## src/dscp_defs.svh

```systemverilog
// Constants for the serial configuration port: word layout, offsets, timing.
// Included by the package and by both ends; holds definitions only.
`ifndef DSCP_DEFS_SVH
`define DSCP_DEFS_SVH

`define DSCP_WORD_W       18
`define DSCP_FORCE_TYPE   17
`define DSCP_GAIN_HI      16
`define DSCP_GAIN_LO      14
`define DSCP_RANGE_HI     13
`define DSCP_RANGE_LO     11
`define DSCP_CLAMP        10
`define DSCP_SPARE        9
`define DSCP_FORCE_FLOAT  8
`define DSCP_MEAS_FLOAT   7
`define DSCP_CMP_FLOAT    6
`define DSCP_LEAD_HI      5
`define DSCP_LEAD_LO      4
`define DSCP_BYP_HI       3
`define DSCP_BYP_LO       2
`define DSCP_INPUT_LOAD   1
`define DSCP_OUTPUT_LOAD  0
`define DSCP_WORD_RESET   18'h0_0000

`define DSCP_REG_TX       8'h00
`define DSCP_REG_CMD      8'h04
`define DSCP_REG_STATUS   8'h08
`define DSCP_REG_RX       8'h0C
`define DSCP_CMD_FRAME    0
`define DSCP_CMD_QUICK    1
`define DSCP_CMD_STROBE   2

`define DSCP_PCLK_NS      10
`define DSCP_SCLK_HALF_NS 80
`define DSCP_CS_LOW_NS    100
`define DSCP_SCLK_HALF_CYC ((`DSCP_SCLK_HALF_NS + `DSCP_PCLK_NS - 1) / `DSCP_PCLK_NS)
`define DSCP_CS_LOW_CYC    ((`DSCP_CS_LOW_NS + `DSCP_PCLK_NS - 1) / `DSCP_PCLK_NS)

`endif

```

## src/dscp_pkg.sv

```systemverilog
// Types shared by both ends of the serial configuration port.
// Assumes dscp_defs.svh is on the include path.
`include "dscp_defs.svh"

package dscp_pkg;

    typedef enum logic [2:0] {
        rng_200ua,
        rng_2ma,
        rng_20ma,
        rng_800ma,
        rng_external
    } dscp_range_type;

    typedef enum logic [2:0] {
        hs_idle,
        hs_low,
        hs_high,
        hs_tail,
        hs_gap,
        hs_quick,
        hs_strobe
    } dscp_host_state_type;

endpackage

```

## src/dscp_link_if.sv

```systemverilog
// Three-wire link plus update strobe and daisy-chain output.
// The bench joins both ends through one instance of this interface.
`timescale 1ns/1ps
`default_nettype none

interface dscp_link_if;
    logic sclk;
    logic sdi;
    logic cs_n;
    logic load_n;
    logic sdo;

    modport dev (
        input  sclk,
        input  sdi,
        input  cs_n,
        input  load_n,
        output sdo
    );

    modport host (
        output sclk,
        output sdi,
        output cs_n,
        output load_n,
        input  sdo
    );
endinterface

`default_nettype wire

```

## src/dscp_sync.sv

```systemverilog
// Two-flop synchroniser for a group of independent levels.
// Each bit crosses on its own; no bus coherence is implied.
`timescale 1ns/1ps
`default_nettype none

module dscp_sync #(
    parameter int           W   = 1,
    parameter logic [W-1:0] RST = '0
) (
    // System
    input  wire logic         pclk,
    input  wire logic         presetn,
    // Levels
    input  wire logic [W-1:0] async_in,
    output logic      [W-1:0] sync_out
);
    logic [W-1:0] meta_q;

    if (W < 1) $error("dscp_sync: W must be at least 1");

    always_ff @(posedge pclk or negedge presetn) begin
        if (!presetn) begin
            meta_q   <= RST;
            sync_out <= RST;
        end else begin
            meta_q   <= async_in;
            sync_out <= meta_q;
        end
    end
endmodule

`default_nettype wire

```

## src/dscp_device.sv

```systemverilog
// Device end of the serial configuration port: shift, holding and active
// word, flow control at chip-select release, update strobe, range decode.
// Assumes the link pins are asynchronous to pclk and slow against it.
`timescale 1ns/1ps
`default_nettype none
`include "dscp_defs.svh"

module dscp_device (
    // System
    input  wire logic                      pclk,
    input  wire logic                      presetn,
    // Serial link
    dscp_link_if.dev                       link,
    // Direct pin
    input  wire logic                      measure_float_pin_n,
    // Staged words
    output logic [`DSCP_WORD_W-1:0]        holding_word,
    output logic [`DSCP_WORD_W-1:0]        active_word,
    // Decoded configuration
    output logic                           force_type_bit,
    output logic [2:0]                     gain_sel,
    output logic                           clamp_enable_bit,
    output logic                           force_float_bit,
    output logic                           measure_float,
    output logic                           comparator_float_bit,
    output logic [1:0]                     lead_comp,
    output logic [1:0]                     bypass_comp,
    output dscp_pkg::dscp_range_type       current_range,
    output logic                           external_amp_select,
    output logic                           spare_violation
);
    import dscp_pkg::*;

    ////////////////////////////////////////////////////////////////////////
    // Pin synchronisation and edge detection

    logic                    sclk_s;
    logic                    sdi_s;
    logic                    cs_n_s;
    logic                    load_n_s;
    logic                    meas_pin_n_s;
    logic                    sclk_p_q;
    logic                    cs_n_p_q;
    logic                    sclk_rise;
    logic                    sclk_fall;
    logic                    cs_rise;
    logic                    cs_fall;

    // Low-true pins reset high, so release makes no false edge
    dscp_sync #(
        .W   (5),
        .RST (5'h07)
    ) u_sync (
        .pclk     (pclk),
        .presetn  (presetn),
        .async_in ({link.sclk, link.sdi, link.cs_n, link.load_n, measure_float_pin_n}),
        .sync_out ({sclk_s, sdi_s, cs_n_s, load_n_s, meas_pin_n_s})
    );

    always_ff @(posedge pclk or negedge presetn) begin
        if (!presetn) begin
            sclk_p_q <= 1'b0;
            cs_n_p_q <= 1'b1;
        end else begin
            sclk_p_q <= sclk_s;
            cs_n_p_q <= cs_n_s;
        end
    end

    // Data and clock share the same synchroniser delay, so sdi_s is aligned
    assign sclk_rise = sclk_s & ~sclk_p_q;
    assign sclk_fall = ~sclk_s & sclk_p_q;
    assign cs_rise   = cs_n_s & ~cs_n_p_q;
    assign cs_fall   = ~cs_n_s & cs_n_p_q;

    ////////////////////////////////////////////////////////////////////////
    // Shift register and daisy-chain output

    logic [`DSCP_WORD_W-1:0] shift_q;
    logic                    sdo_q;
    logic                    edge_seen_q;

    always_ff @(posedge pclk or negedge presetn) begin
        if (!presetn) begin
            shift_q <= `DSCP_WORD_RESET;
        end else if (!cs_n_s && sclk_rise) begin
            // Older bits fall off the top; the last word received wins
            shift_q <= {shift_q[`DSCP_WORD_W-2:0], sdi_s};
        end
    end

    always_ff @(posedge pclk or negedge presetn) begin
        if (!presetn) begin
            sdo_q <= 1'b0;
        end else if (!cs_n_s && sclk_fall) begin
            sdo_q <= shift_q[`DSCP_WORD_W-1];
        end
    end

    assign link.sdo = sdo_q;

    // Any clock edge inside the frame makes it a real transfer
    always_ff @(posedge pclk or negedge presetn) begin
        if (!presetn) begin
            edge_seen_q <= 1'b0;
        end else if (cs_fall) begin
            edge_seen_q <= 1'b0;
        end else if (!cs_n_s && (sclk_rise || sclk_fall)) begin
            edge_seen_q <= 1'b1;
        end
    end

    ////////////////////////////////////////////////////////////////////////
    // Holding and active words

    logic [`DSCP_WORD_W-1:0] holding_q;
    logic [`DSCP_WORD_W-1:0] active_q;
    logic [`DSCP_WORD_W-1:0] active_d;
    logic                    hold_load;
    logic                    out_load;

    assign hold_load = shift_q[`DSCP_INPUT_LOAD];
    assign out_load  = shift_q[`DSCP_OUTPUT_LOAD];

    always_ff @(posedge pclk or negedge presetn) begin
        if (!presetn) begin
            holding_q <= `DSCP_WORD_RESET;
        end else if (cs_rise && edge_seen_q && hold_load) begin
            holding_q <= shift_q;
        end
    end

    always_comb begin
        active_d = active_q;
        if (cs_rise) begin
            if (!edge_seen_q) begin
                active_d = holding_q;
            end else begin
                case ({hold_load, out_load})
                    2'b01: begin
                        active_d = holding_q;
                    end
                    2'b10: begin
                        // Strobe already low: new word goes straight through
                        if (!load_n_s) begin
                            active_d = shift_q;
                        end
                    end
                    2'b11: begin
                        active_d = shift_q;
                    end
                    default: begin
                        active_d = active_q;
                    end
                endcase
            end
        end else if (!load_n_s) begin
            // Level-sensitive: a pulse copies once, a held strobe tracks
            active_d = holding_q;
        end
    end

    always_ff @(posedge pclk or negedge presetn) begin
        if (!presetn) begin
            active_q <= `DSCP_WORD_RESET;
        end else begin
            active_q <= active_d;
        end
    end

    ////////////////////////////////////////////////////////////////////////
    // Decoded outputs from the active word; measure float also takes the pin, the spare flag the holding word

    dscp_range_type          range_q;
    logic                    ext_q;
    logic                    meas_float_q;
    logic                    spare_q;
    logic [2:0]              range_field;

    assign range_field = active_q[`DSCP_RANGE_HI:`DSCP_RANGE_LO];

    always_ff @(posedge pclk or negedge presetn) begin
        if (!presetn) begin
            range_q <= rng_200ua;
            ext_q   <= 1'b0;
        end else begin
            ext_q <= range_field[2];
            if (range_field[2]) begin
                range_q <= rng_external;
            end else begin
                case (range_field[1:0])
                    2'b00:   range_q <= rng_200ua;
                    2'b01:   range_q <= rng_2ma;
                    2'b10:   range_q <= rng_20ma;
                    default: range_q <= rng_800ma;
                endcase
            end
        end
    end

    // Measure float is shared: either the pin or the word bit, both low-true
    always_ff @(posedge pclk or negedge presetn) begin
        if (!presetn) begin
            meas_float_q <= 1'b1;
        end else begin
            meas_float_q <= !meas_pin_n_s || !active_q[`DSCP_MEAS_FLOAT];
        end
    end

    // Diagnostic only: flags a held word with the spare bit set
    always_ff @(posedge pclk or negedge presetn) begin
        if (!presetn) begin
            spare_q <= 1'b0;
        end else begin
            spare_q <= holding_q[`DSCP_SPARE];
        end
    end

    assign holding_word         = holding_q;
    assign active_word          = active_q;
    assign force_type_bit       = active_q[`DSCP_FORCE_TYPE];
    assign gain_sel             = active_q[`DSCP_GAIN_HI:`DSCP_GAIN_LO];
    assign clamp_enable_bit     = active_q[`DSCP_CLAMP];
    assign force_float_bit      = active_q[`DSCP_FORCE_FLOAT];
    assign comparator_float_bit = active_q[`DSCP_CMP_FLOAT];
    assign lead_comp            = active_q[`DSCP_LEAD_HI:`DSCP_LEAD_LO];
    assign bypass_comp          = active_q[`DSCP_BYP_HI:`DSCP_BYP_LO];
    assign measure_float        = meas_float_q;
    assign current_range        = range_q;
    assign external_amp_select  = ext_q;
    assign spare_violation      = spare_q;
endmodule

`default_nettype wire

```

## src/flat_wrapper.sv

```systemverilog
// flat-port wrapper written by rule: the top's interface ports become plain ports
module dscp_device_flat import dscp_pkg::*;
  (pclk, presetn, measure_float_pin_n, holding_word, active_word, force_type_bit, gain_sel, clamp_enable_bit, force_float_bit, measure_float, comparator_float_bit, lead_comp, bypass_comp, current_range, external_amp_select, spare_violation, link_sclk, link_sdi, link_cs_n, link_load_n, link_sdo);
  dscp_link_if link_i ();
  input  wire logic pclk;
  input  wire logic presetn;
  input  wire logic measure_float_pin_n;
  output logic [`DSCP_WORD_W-1:0] holding_word;
  output logic [`DSCP_WORD_W-1:0] active_word;
  output logic force_type_bit;
  output logic [2:0] gain_sel;
  output logic clamp_enable_bit;
  output logic force_float_bit;
  output logic measure_float;
  output logic comparator_float_bit;
  output logic [1:0] lead_comp;
  output logic [1:0] bypass_comp;
  output dscp_pkg::dscp_range_type current_range;
  output logic external_amp_select;
  output logic spare_violation;
  input wire logic [$bits(link_i.sclk)-1:0] link_sclk;
  input wire logic [$bits(link_i.sdi)-1:0] link_sdi;
  input wire logic [$bits(link_i.cs_n)-1:0] link_cs_n;
  input wire logic [$bits(link_i.load_n)-1:0] link_load_n;
  output wire logic [$bits(link_i.sdo)-1:0] link_sdo;
  assign link_i.sclk = link_sclk;
  assign link_i.sdi = link_sdi;
  assign link_i.cs_n = link_cs_n;
  assign link_i.load_n = link_load_n;
  assign link_sdo = link_i.sdo;
  dscp_device u_core (.pclk(pclk), .presetn(presetn), .link(link_i), .measure_float_pin_n(measure_float_pin_n), .holding_word(holding_word), .active_word(active_word), .force_type_bit(force_type_bit), .gain_sel(gain_sel), .clamp_enable_bit(clamp_enable_bit), .force_float_bit(force_float_bit), .measure_float(measure_float), .comparator_float_bit(comparator_float_bit), .lead_comp(lead_comp), .bypass_comp(bypass_comp), .current_range(current_range), .external_amp_select(external_amp_select), .spare_violation(spare_violation));
endmodule
```

## config.mk

```make
export PLATFORM = sky130hd
export DESIGN_NAME = dscp_device_flat
export DESIGN_NICKNAME = d
export VERILOG_FILES = /design/src/dscp_pkg.sv /design/src/dscp_link_if.sv /design/src/dscp_sync.sv /design/src/dscp_device.sv /design/src/flat_wrapper.sv
export VERILOG_INCLUDE_DIRS = /design/src
export SDC_FILE = /design/constraint.sdc
export NUM_CORES = 1
export LEC_CHECK = 0
export BUFFER_PORTS_ARGS = -buffer_cell sky130_fd_sc_hd__buf_2
export CAP_MARGIN = 20
export CORE_MARGIN = 2
export CORE_UTILIZATION = 48
export DETAILED_ROUTE_END_ITERATION = 10
export PLACE_DENSITY = 0.75
export SETUP_SLACK_MARGIN = 0.05
export SLEW_MARGIN = 30
export SYNTH_ARGS = -nofsm -noshare
export SYNTH_HDL_FRONTEND = slang
export SYNTH_SLANG_ARGS = --single-unit
export TNS_END_PERCENT = 20
```

## constraint.sdc

```tcl
create_clock -name pclk -period 1.8 [get_ports pclk]
set_input_delay 0.27 -clock pclk [delete_from_list [all_inputs] [get_ports pclk]]
set_output_delay 0.27 -clock pclk [all_outputs]
set_load 0.005 [all_outputs]
```

Word level (Yosys, flattened, before mapping)
Index checks and enable logic that the tools add are counted.
Word-level totals
  register bits after elaboration: 74
Operators by class
  eq/ne operators: 8
  bitwise gates (word level): 8
  multiplexer cells: 9
  reductions and logical operators: 13
Operators with widths (number)
  2-to-1 mux 18 bit: 4
  one-hot mux 18 bit (3 select lines): 1
  == test 2 bit (second input constant): 3
  one-hot mux 2 bit (3 select lines): 1
  logical AND 1 bit: 5
  inequality test 5 bit (second input constant): 1
  AND 1 bit: 4
  == test 2 x 1 -> 1 bit (second input constant): 2
  NOT 1 bit: 4
  logical NOT 1 bit: 3
  2-to-1 mux 3 bit: 1
  inequality test 3 bit (second input constant): 1
  AND reduction 3 bit: 1
  logical NOT 2 bit: 1
  logical OR 1 bit: 2
  2-to-1 mux 1 bit: 2
  inequality test 2 x 1 -> 1 bit (second input constant): 1
  nonzero test 2 bit: 1

Longest topological paths before layout
  word-level depth: 6
  depth in mapped cells: 6

By module
Synthesis repeated with hierarchy kept, for this count alone.
Second synthesis, totals
  cell total of the unflattened synthesis: 161
  area total of the unflattened synthesis: 2791.4 sq um
By module, submodules not included
  dscp_device: cells each 151, area an instance 2533.7 sq um, times used 1
  dscp_sync: cells each 10, area an instance 257.7 sq um, times used 1

Worst setup path before layout
No wires, ideal clock.
  path type: reg2reg
  start point: register u_core.u_sync.sync_out[2]
  end point: register u_core.active_q[10] (netlist: u_core.active_word[10])
  setup slack: 0.080 ns
  arrival: 1.595 ns
  setup time: 0.125 ns
  cell stages (with the launch flop): 5
  cells stage by stage: dfstp_2 -> inv_2 -> o32ai_4 -> buf_8 -> mux2_4
On the way
  word-level cells in the longest chain between the ends: 3
Ends and longest elaborated chain
  start, declared: line dscp_sync.sv:15  | output logic [W-1:0] sync_out
  start signal, assigned: line dscp_sync.sv:27  | sync_out <= meta_q;
  AND 1 bit (*): line dscp_device.sv:73  | assign cs_rise = cs_n_s & ~cs_n_p_q;
  inequality test 5 bit (no source line) or inequality test 2 x 1 -> 1 bit (tied branches)
  AND reduction 3 bit (no source line)
  end signal, assigned: line dscp_device.sv:165  | active_q <= `DSCP_WORD_RESET;
  end signal, assigned: line dscp_device.sv:167  | active_q <= active_d;
  end, declared: line dscp_device.sv:117  | logic [`DSCP_WORD_W-1:0] active_q;
Mark *: on every way between the ends. The rest lies on a longest branch, timed or not.
A chain may end at the register's enable or synchronous reset.

Final worst setup path
  start point: register u_core.u_sync.sync_out[2]
  end point: register u_core.active_q[0] (netlist: u_core.active_word[0])
Same word-level chain as after synthesis.

==> reports/summary.md <==
### Status
* **result of the run** completed

### Logic synthesis
* **Synth Instances** 161
* **synth unique cells** 21
* **count of synthesis-stage warnings from yosys** 0
* **number of synthesized register bits** 73
* **average cell area after synthesis** 17.4 um^2
* **post-synth net total** 170
* **share of synthesized area occupied by flip-flops and latches** 0.657
* **cell area after synthesis** 2800 um^2

### STA
* **setup repair after global routing missed its margin** yes
* **Setup Viol. Count Final** 0
* **Final Hold Viols** 0
* **peak clock frequency supported by timing** 0.582 GHz
* **clock period minus worst slack** 1.72 ns
* **setup total negative slack** 0 ns
* **Min Hold Slack** 0.0238 ns
* **largest clock skew in the final design** 0.00852 ns
* **Final Slew Violations** 0
* **transition time at the pin with the least slew margin** 0.286 ns
* **share of the cycle needed by the critical path after routing** 0.954
* **Rel. slew slack** 0.810
* **post-route setup slack** 0.0826 ns

### Worst setup path
* **R2R Setup Slk** 0.08 ns
* **kind of cell with the highest combined delay on the critical path** flip-flops
* **slowest cell on the critical path** sky130_fd_sc_hd__dfstp_2
* **required time worst endpoint** 2.03 ns
* **Critical Path End Type** flip-flop
* **CP Launch Type** flip-flop
* **cell-by-cell trace of the critical path** inv_2 -> o32ai_4 -> buf_4 -> buf_12 -> mux2_2
* **worst endpoint data arrival time** 1.94 ns
* **reg2reg end** u_core.active_word[0]
* **path type of the worst setup path** flip-flop to flip-flop
* **Worst R2R Path Depth** 5
* **startpoint of the worst-slack reg-to-reg timing path** u_core.u_sync.sync_out[2]
* **top fanout value on the critical path** 7
* **worst stage delay on the critical path** 0.62 ns
* **Critical path origin** u_core.u_sync.sync_out[2]
* **count of buffer and inverter cells on the critical path** 3

### Flow run
* **max-cap viol count** 0

### Floorplan
* **I/O pin count** 61
* **starting utilization of the core area** 0.501
* **Core Area** 5570 um^2
* **Die X** 80.3 um
* **placement row count** 27
* **vertical extent of the die** 80.3 um
* **Die Outline Area** 6450 um^2

### Place
* **pre-CTS worst setup slack** 0.0880 ns
* **half-perimeter wire length after detailed placement** 2890 um
* **placer congestion estimate** 0.733
* **I/O Buffers** 60
* **instance count after placement with tap cells included** 284

### Route
* **number of vias in the routed layout** 1463
* **DRC violation count after routing** 0
* **post-detailed-route wirelength per cell** 14.4 um
* **number of iterations in the first detailed-routing pass** 2
* **violation count after the first detailed-route iteration** 32
* **residual antenna-violating net count after detailed routing** 0
* **aggregate routed wire length** 4400 um
* **detail-routed via count per cell** 4.78

### Clocking
* **Root Buffer** sky130_fd_sc_hd__clkbuf_8
* **clock input transition at the sequential cells of the worst setup and hold paths** 0.07 ns
* **clock buffer depth** 2
* **number of sinks handled by clock tree synthesis** 73
* **CTS H-tree lvls** 3
* **TritonCTS clock tree** done
* **Inserted Clock Buffers** 9
* **clock latency on the worst-skew pair** 0.34 ns

### Layout
* **ratio of cells with drive above 1 in the final layout** 0.654
* **area overhead of the layout relative to synthesis** 23.9%
* **fin nets** 238
* **Fill cells** 440
* **non-filler instance count after layout** 306
* **Inserted Diodes** 0

### Power
* **Max VDD drop** 0.655 mV
* **total power density per cell area** 1220 nW/um^2
* **leak pwr** 0.00188 uW

### Min path
* **destination of the worst hold path** u_core.u_sync.meta_q[1]
* **startpoint of the worst hold path** link_load_n
* **cell count of the worst hold path** 1
* **HP Class** input pin to flip-flop

### GRT
* **global-route wire length before repair** 7020 um
* **maximum number of pins on one net before global-route repair** 56
* **most heavily used metal layer in global routing** met2
* **met2 GRT Util** 0.230
* **number of global-route vias before repair** 1461
* **overall global routing resource usage** 0.151
* **initial antenna violation count** 0
* **met3 Resource Use GR** 0.0427
* **GR Util met1** 0.184
* **residual overflow from global routing** 0

==> sequential cells by signal, summed over array words and instances (netlist names), 2 cells and up <==
register / count
u_core.active_word: 18
u_core.current_range: 2
u_core.holding_word: 18
u_core.shift_q: 18
u_core.u_sync.meta_q: 5
u_core.u_sync.sync_out: 5
==> power by group <==
| part | internal [uW] | switching [uW] |
|---|---|---|
| sequential | 1900 | 173 |
| combinational | 471 | 259 |
| clock | 851 | 573 |
==> repair_timing <==
item / CTS / global route
buffers inserted: 0 / 2
endpoints found under the hold margin: 17 / 0
endpoints found under the setup margin: 0 / 2
hold buffers: 3 / 0
resized for setup: 0 / 2
==> layout by cell type (no fill, tap or decap) <==
cell and n:
sky130_fd_sc_hd__a21boi_0 1, sky130_fd_sc_hd__dfrtp_1 65, sky130_fd_sc_hd__clkinv_2 2, sky130_fd_sc_hd__buf_6 1, sky130_fd_sc_hd__nand4b_4 1, sky130_fd_sc_hd__inv_2 1
sky130_fd_sc_hd__mux2_2 34, sky130_fd_sc_hd__a21oi_1 1, sky130_fd_sc_hd__buf_2 59, sky130_fd_sc_hd__ha_1 2, sky130_fd_sc_hd__nor3b_4 1, sky130_fd_sc_hd__nor2b_1 3
sky130_fd_sc_hd__inv_1 2, sky130_fd_sc_hd__bufinv_16 2, sky130_fd_sc_hd__buf_4 6, sky130_fd_sc_hd__buf_12 3, sky130_fd_sc_hd__clkbuf_8 11, sky130_fd_sc_hd__nand2b_1 1
sky130_fd_sc_hd__mux2_4 19, sky130_fd_sc_hd__clkbuf_16 1, sky130_fd_sc_hd__nor2_1 2, sky130_fd_sc_hd__nor2b_2 1, sky130_fd_sc_hd__clkinvlp_4 1, sky130_fd_sc_hd__a31o_2 1
sky130_fd_sc_hd__dfstp_2 8, sky130_fd_sc_hd__o32ai_4 1, sky130_fd_sc_hd__nand2_1 1, sky130_fd_sc_hd__dlygate4sd3_1 3
==> metrics by stage <==
step / util / area, um^2 / total power (uW)
after floorplan: - / 2800 / 2560
after global placement: 0.566 / 3150 / 2800
after detailed placement: 0.566 / 3150 / 2820
after CTS: 0.612 / 3410 / 4280
after global routing: 0.621 / 3460 / 4470
final: 0.621 / 3460 / 4230
==> synthesized netlist by cell type, drive strengths merged <==
library cell,count,area share
ha,2,0.0090
nor2,2,0.0027
mux2,53,0.24
nand2b,1,0.0022
o32ai,1,0.0098
buf,16,0.045
nand4b,1,0.0085
dfstp,8,0.075
dfrtp,65,0.58
inv,3,0.0040
nor2b,4,0.0090
a31o,1,0.0031
nand2,1,0.0013
nor3b,1,0.0045
a21oi,1,0.0018
a21boi,1,0.0027
==> logic make-up after synthesis <==
logic type	count (synthesis)	synth area share
buf+inv	19	0.0492
simple gates	10	0.0282
compound gates	4	0.0175
mux	53	0.239
fa+ha+maj	2	0.00895
flops	73	0.657
==> cell type report <==
class	count	area (um^2)	area share
sequential	73	1840	0.530
clock inverter	5	77.6	0.0224
tap	72	90.1	0.0260
timing repair buffer	73	467	0.135
multi-input combinational	69	830	0.240
clock buffer	11	151	0.0437
inverter	3	11.3	0.00325
==> worst max path at each step <==
stage / endpoint / slack [ns] / cells after the start
floorplan: u_core.active_word[10] / 0.08 / 4
global placement: u_core.active_word[0] / 0.12 / 4
detailed placement: u_core.active_word[0] / 0.09 / 4
CTS: u_core.active_word[0] / 0.08 / 4
global route: u_core.active_word[12] / 0.03 / 5
finish: u_core.active_word[0] / 0.08 / 5
==> per-layer routing <==
layer / routed length (um) / up-vias / part of all wire
li1: - / 679 / -
met1: 1960 / 726 / 0.44
met2: 2110 / 47 / 0.48
met3: 221 / 11 / 0.050
met4: 114 / 0 / 0.026
met5: 0 / - / 0
Note: power is estimated with default switching activity, not from simulation.
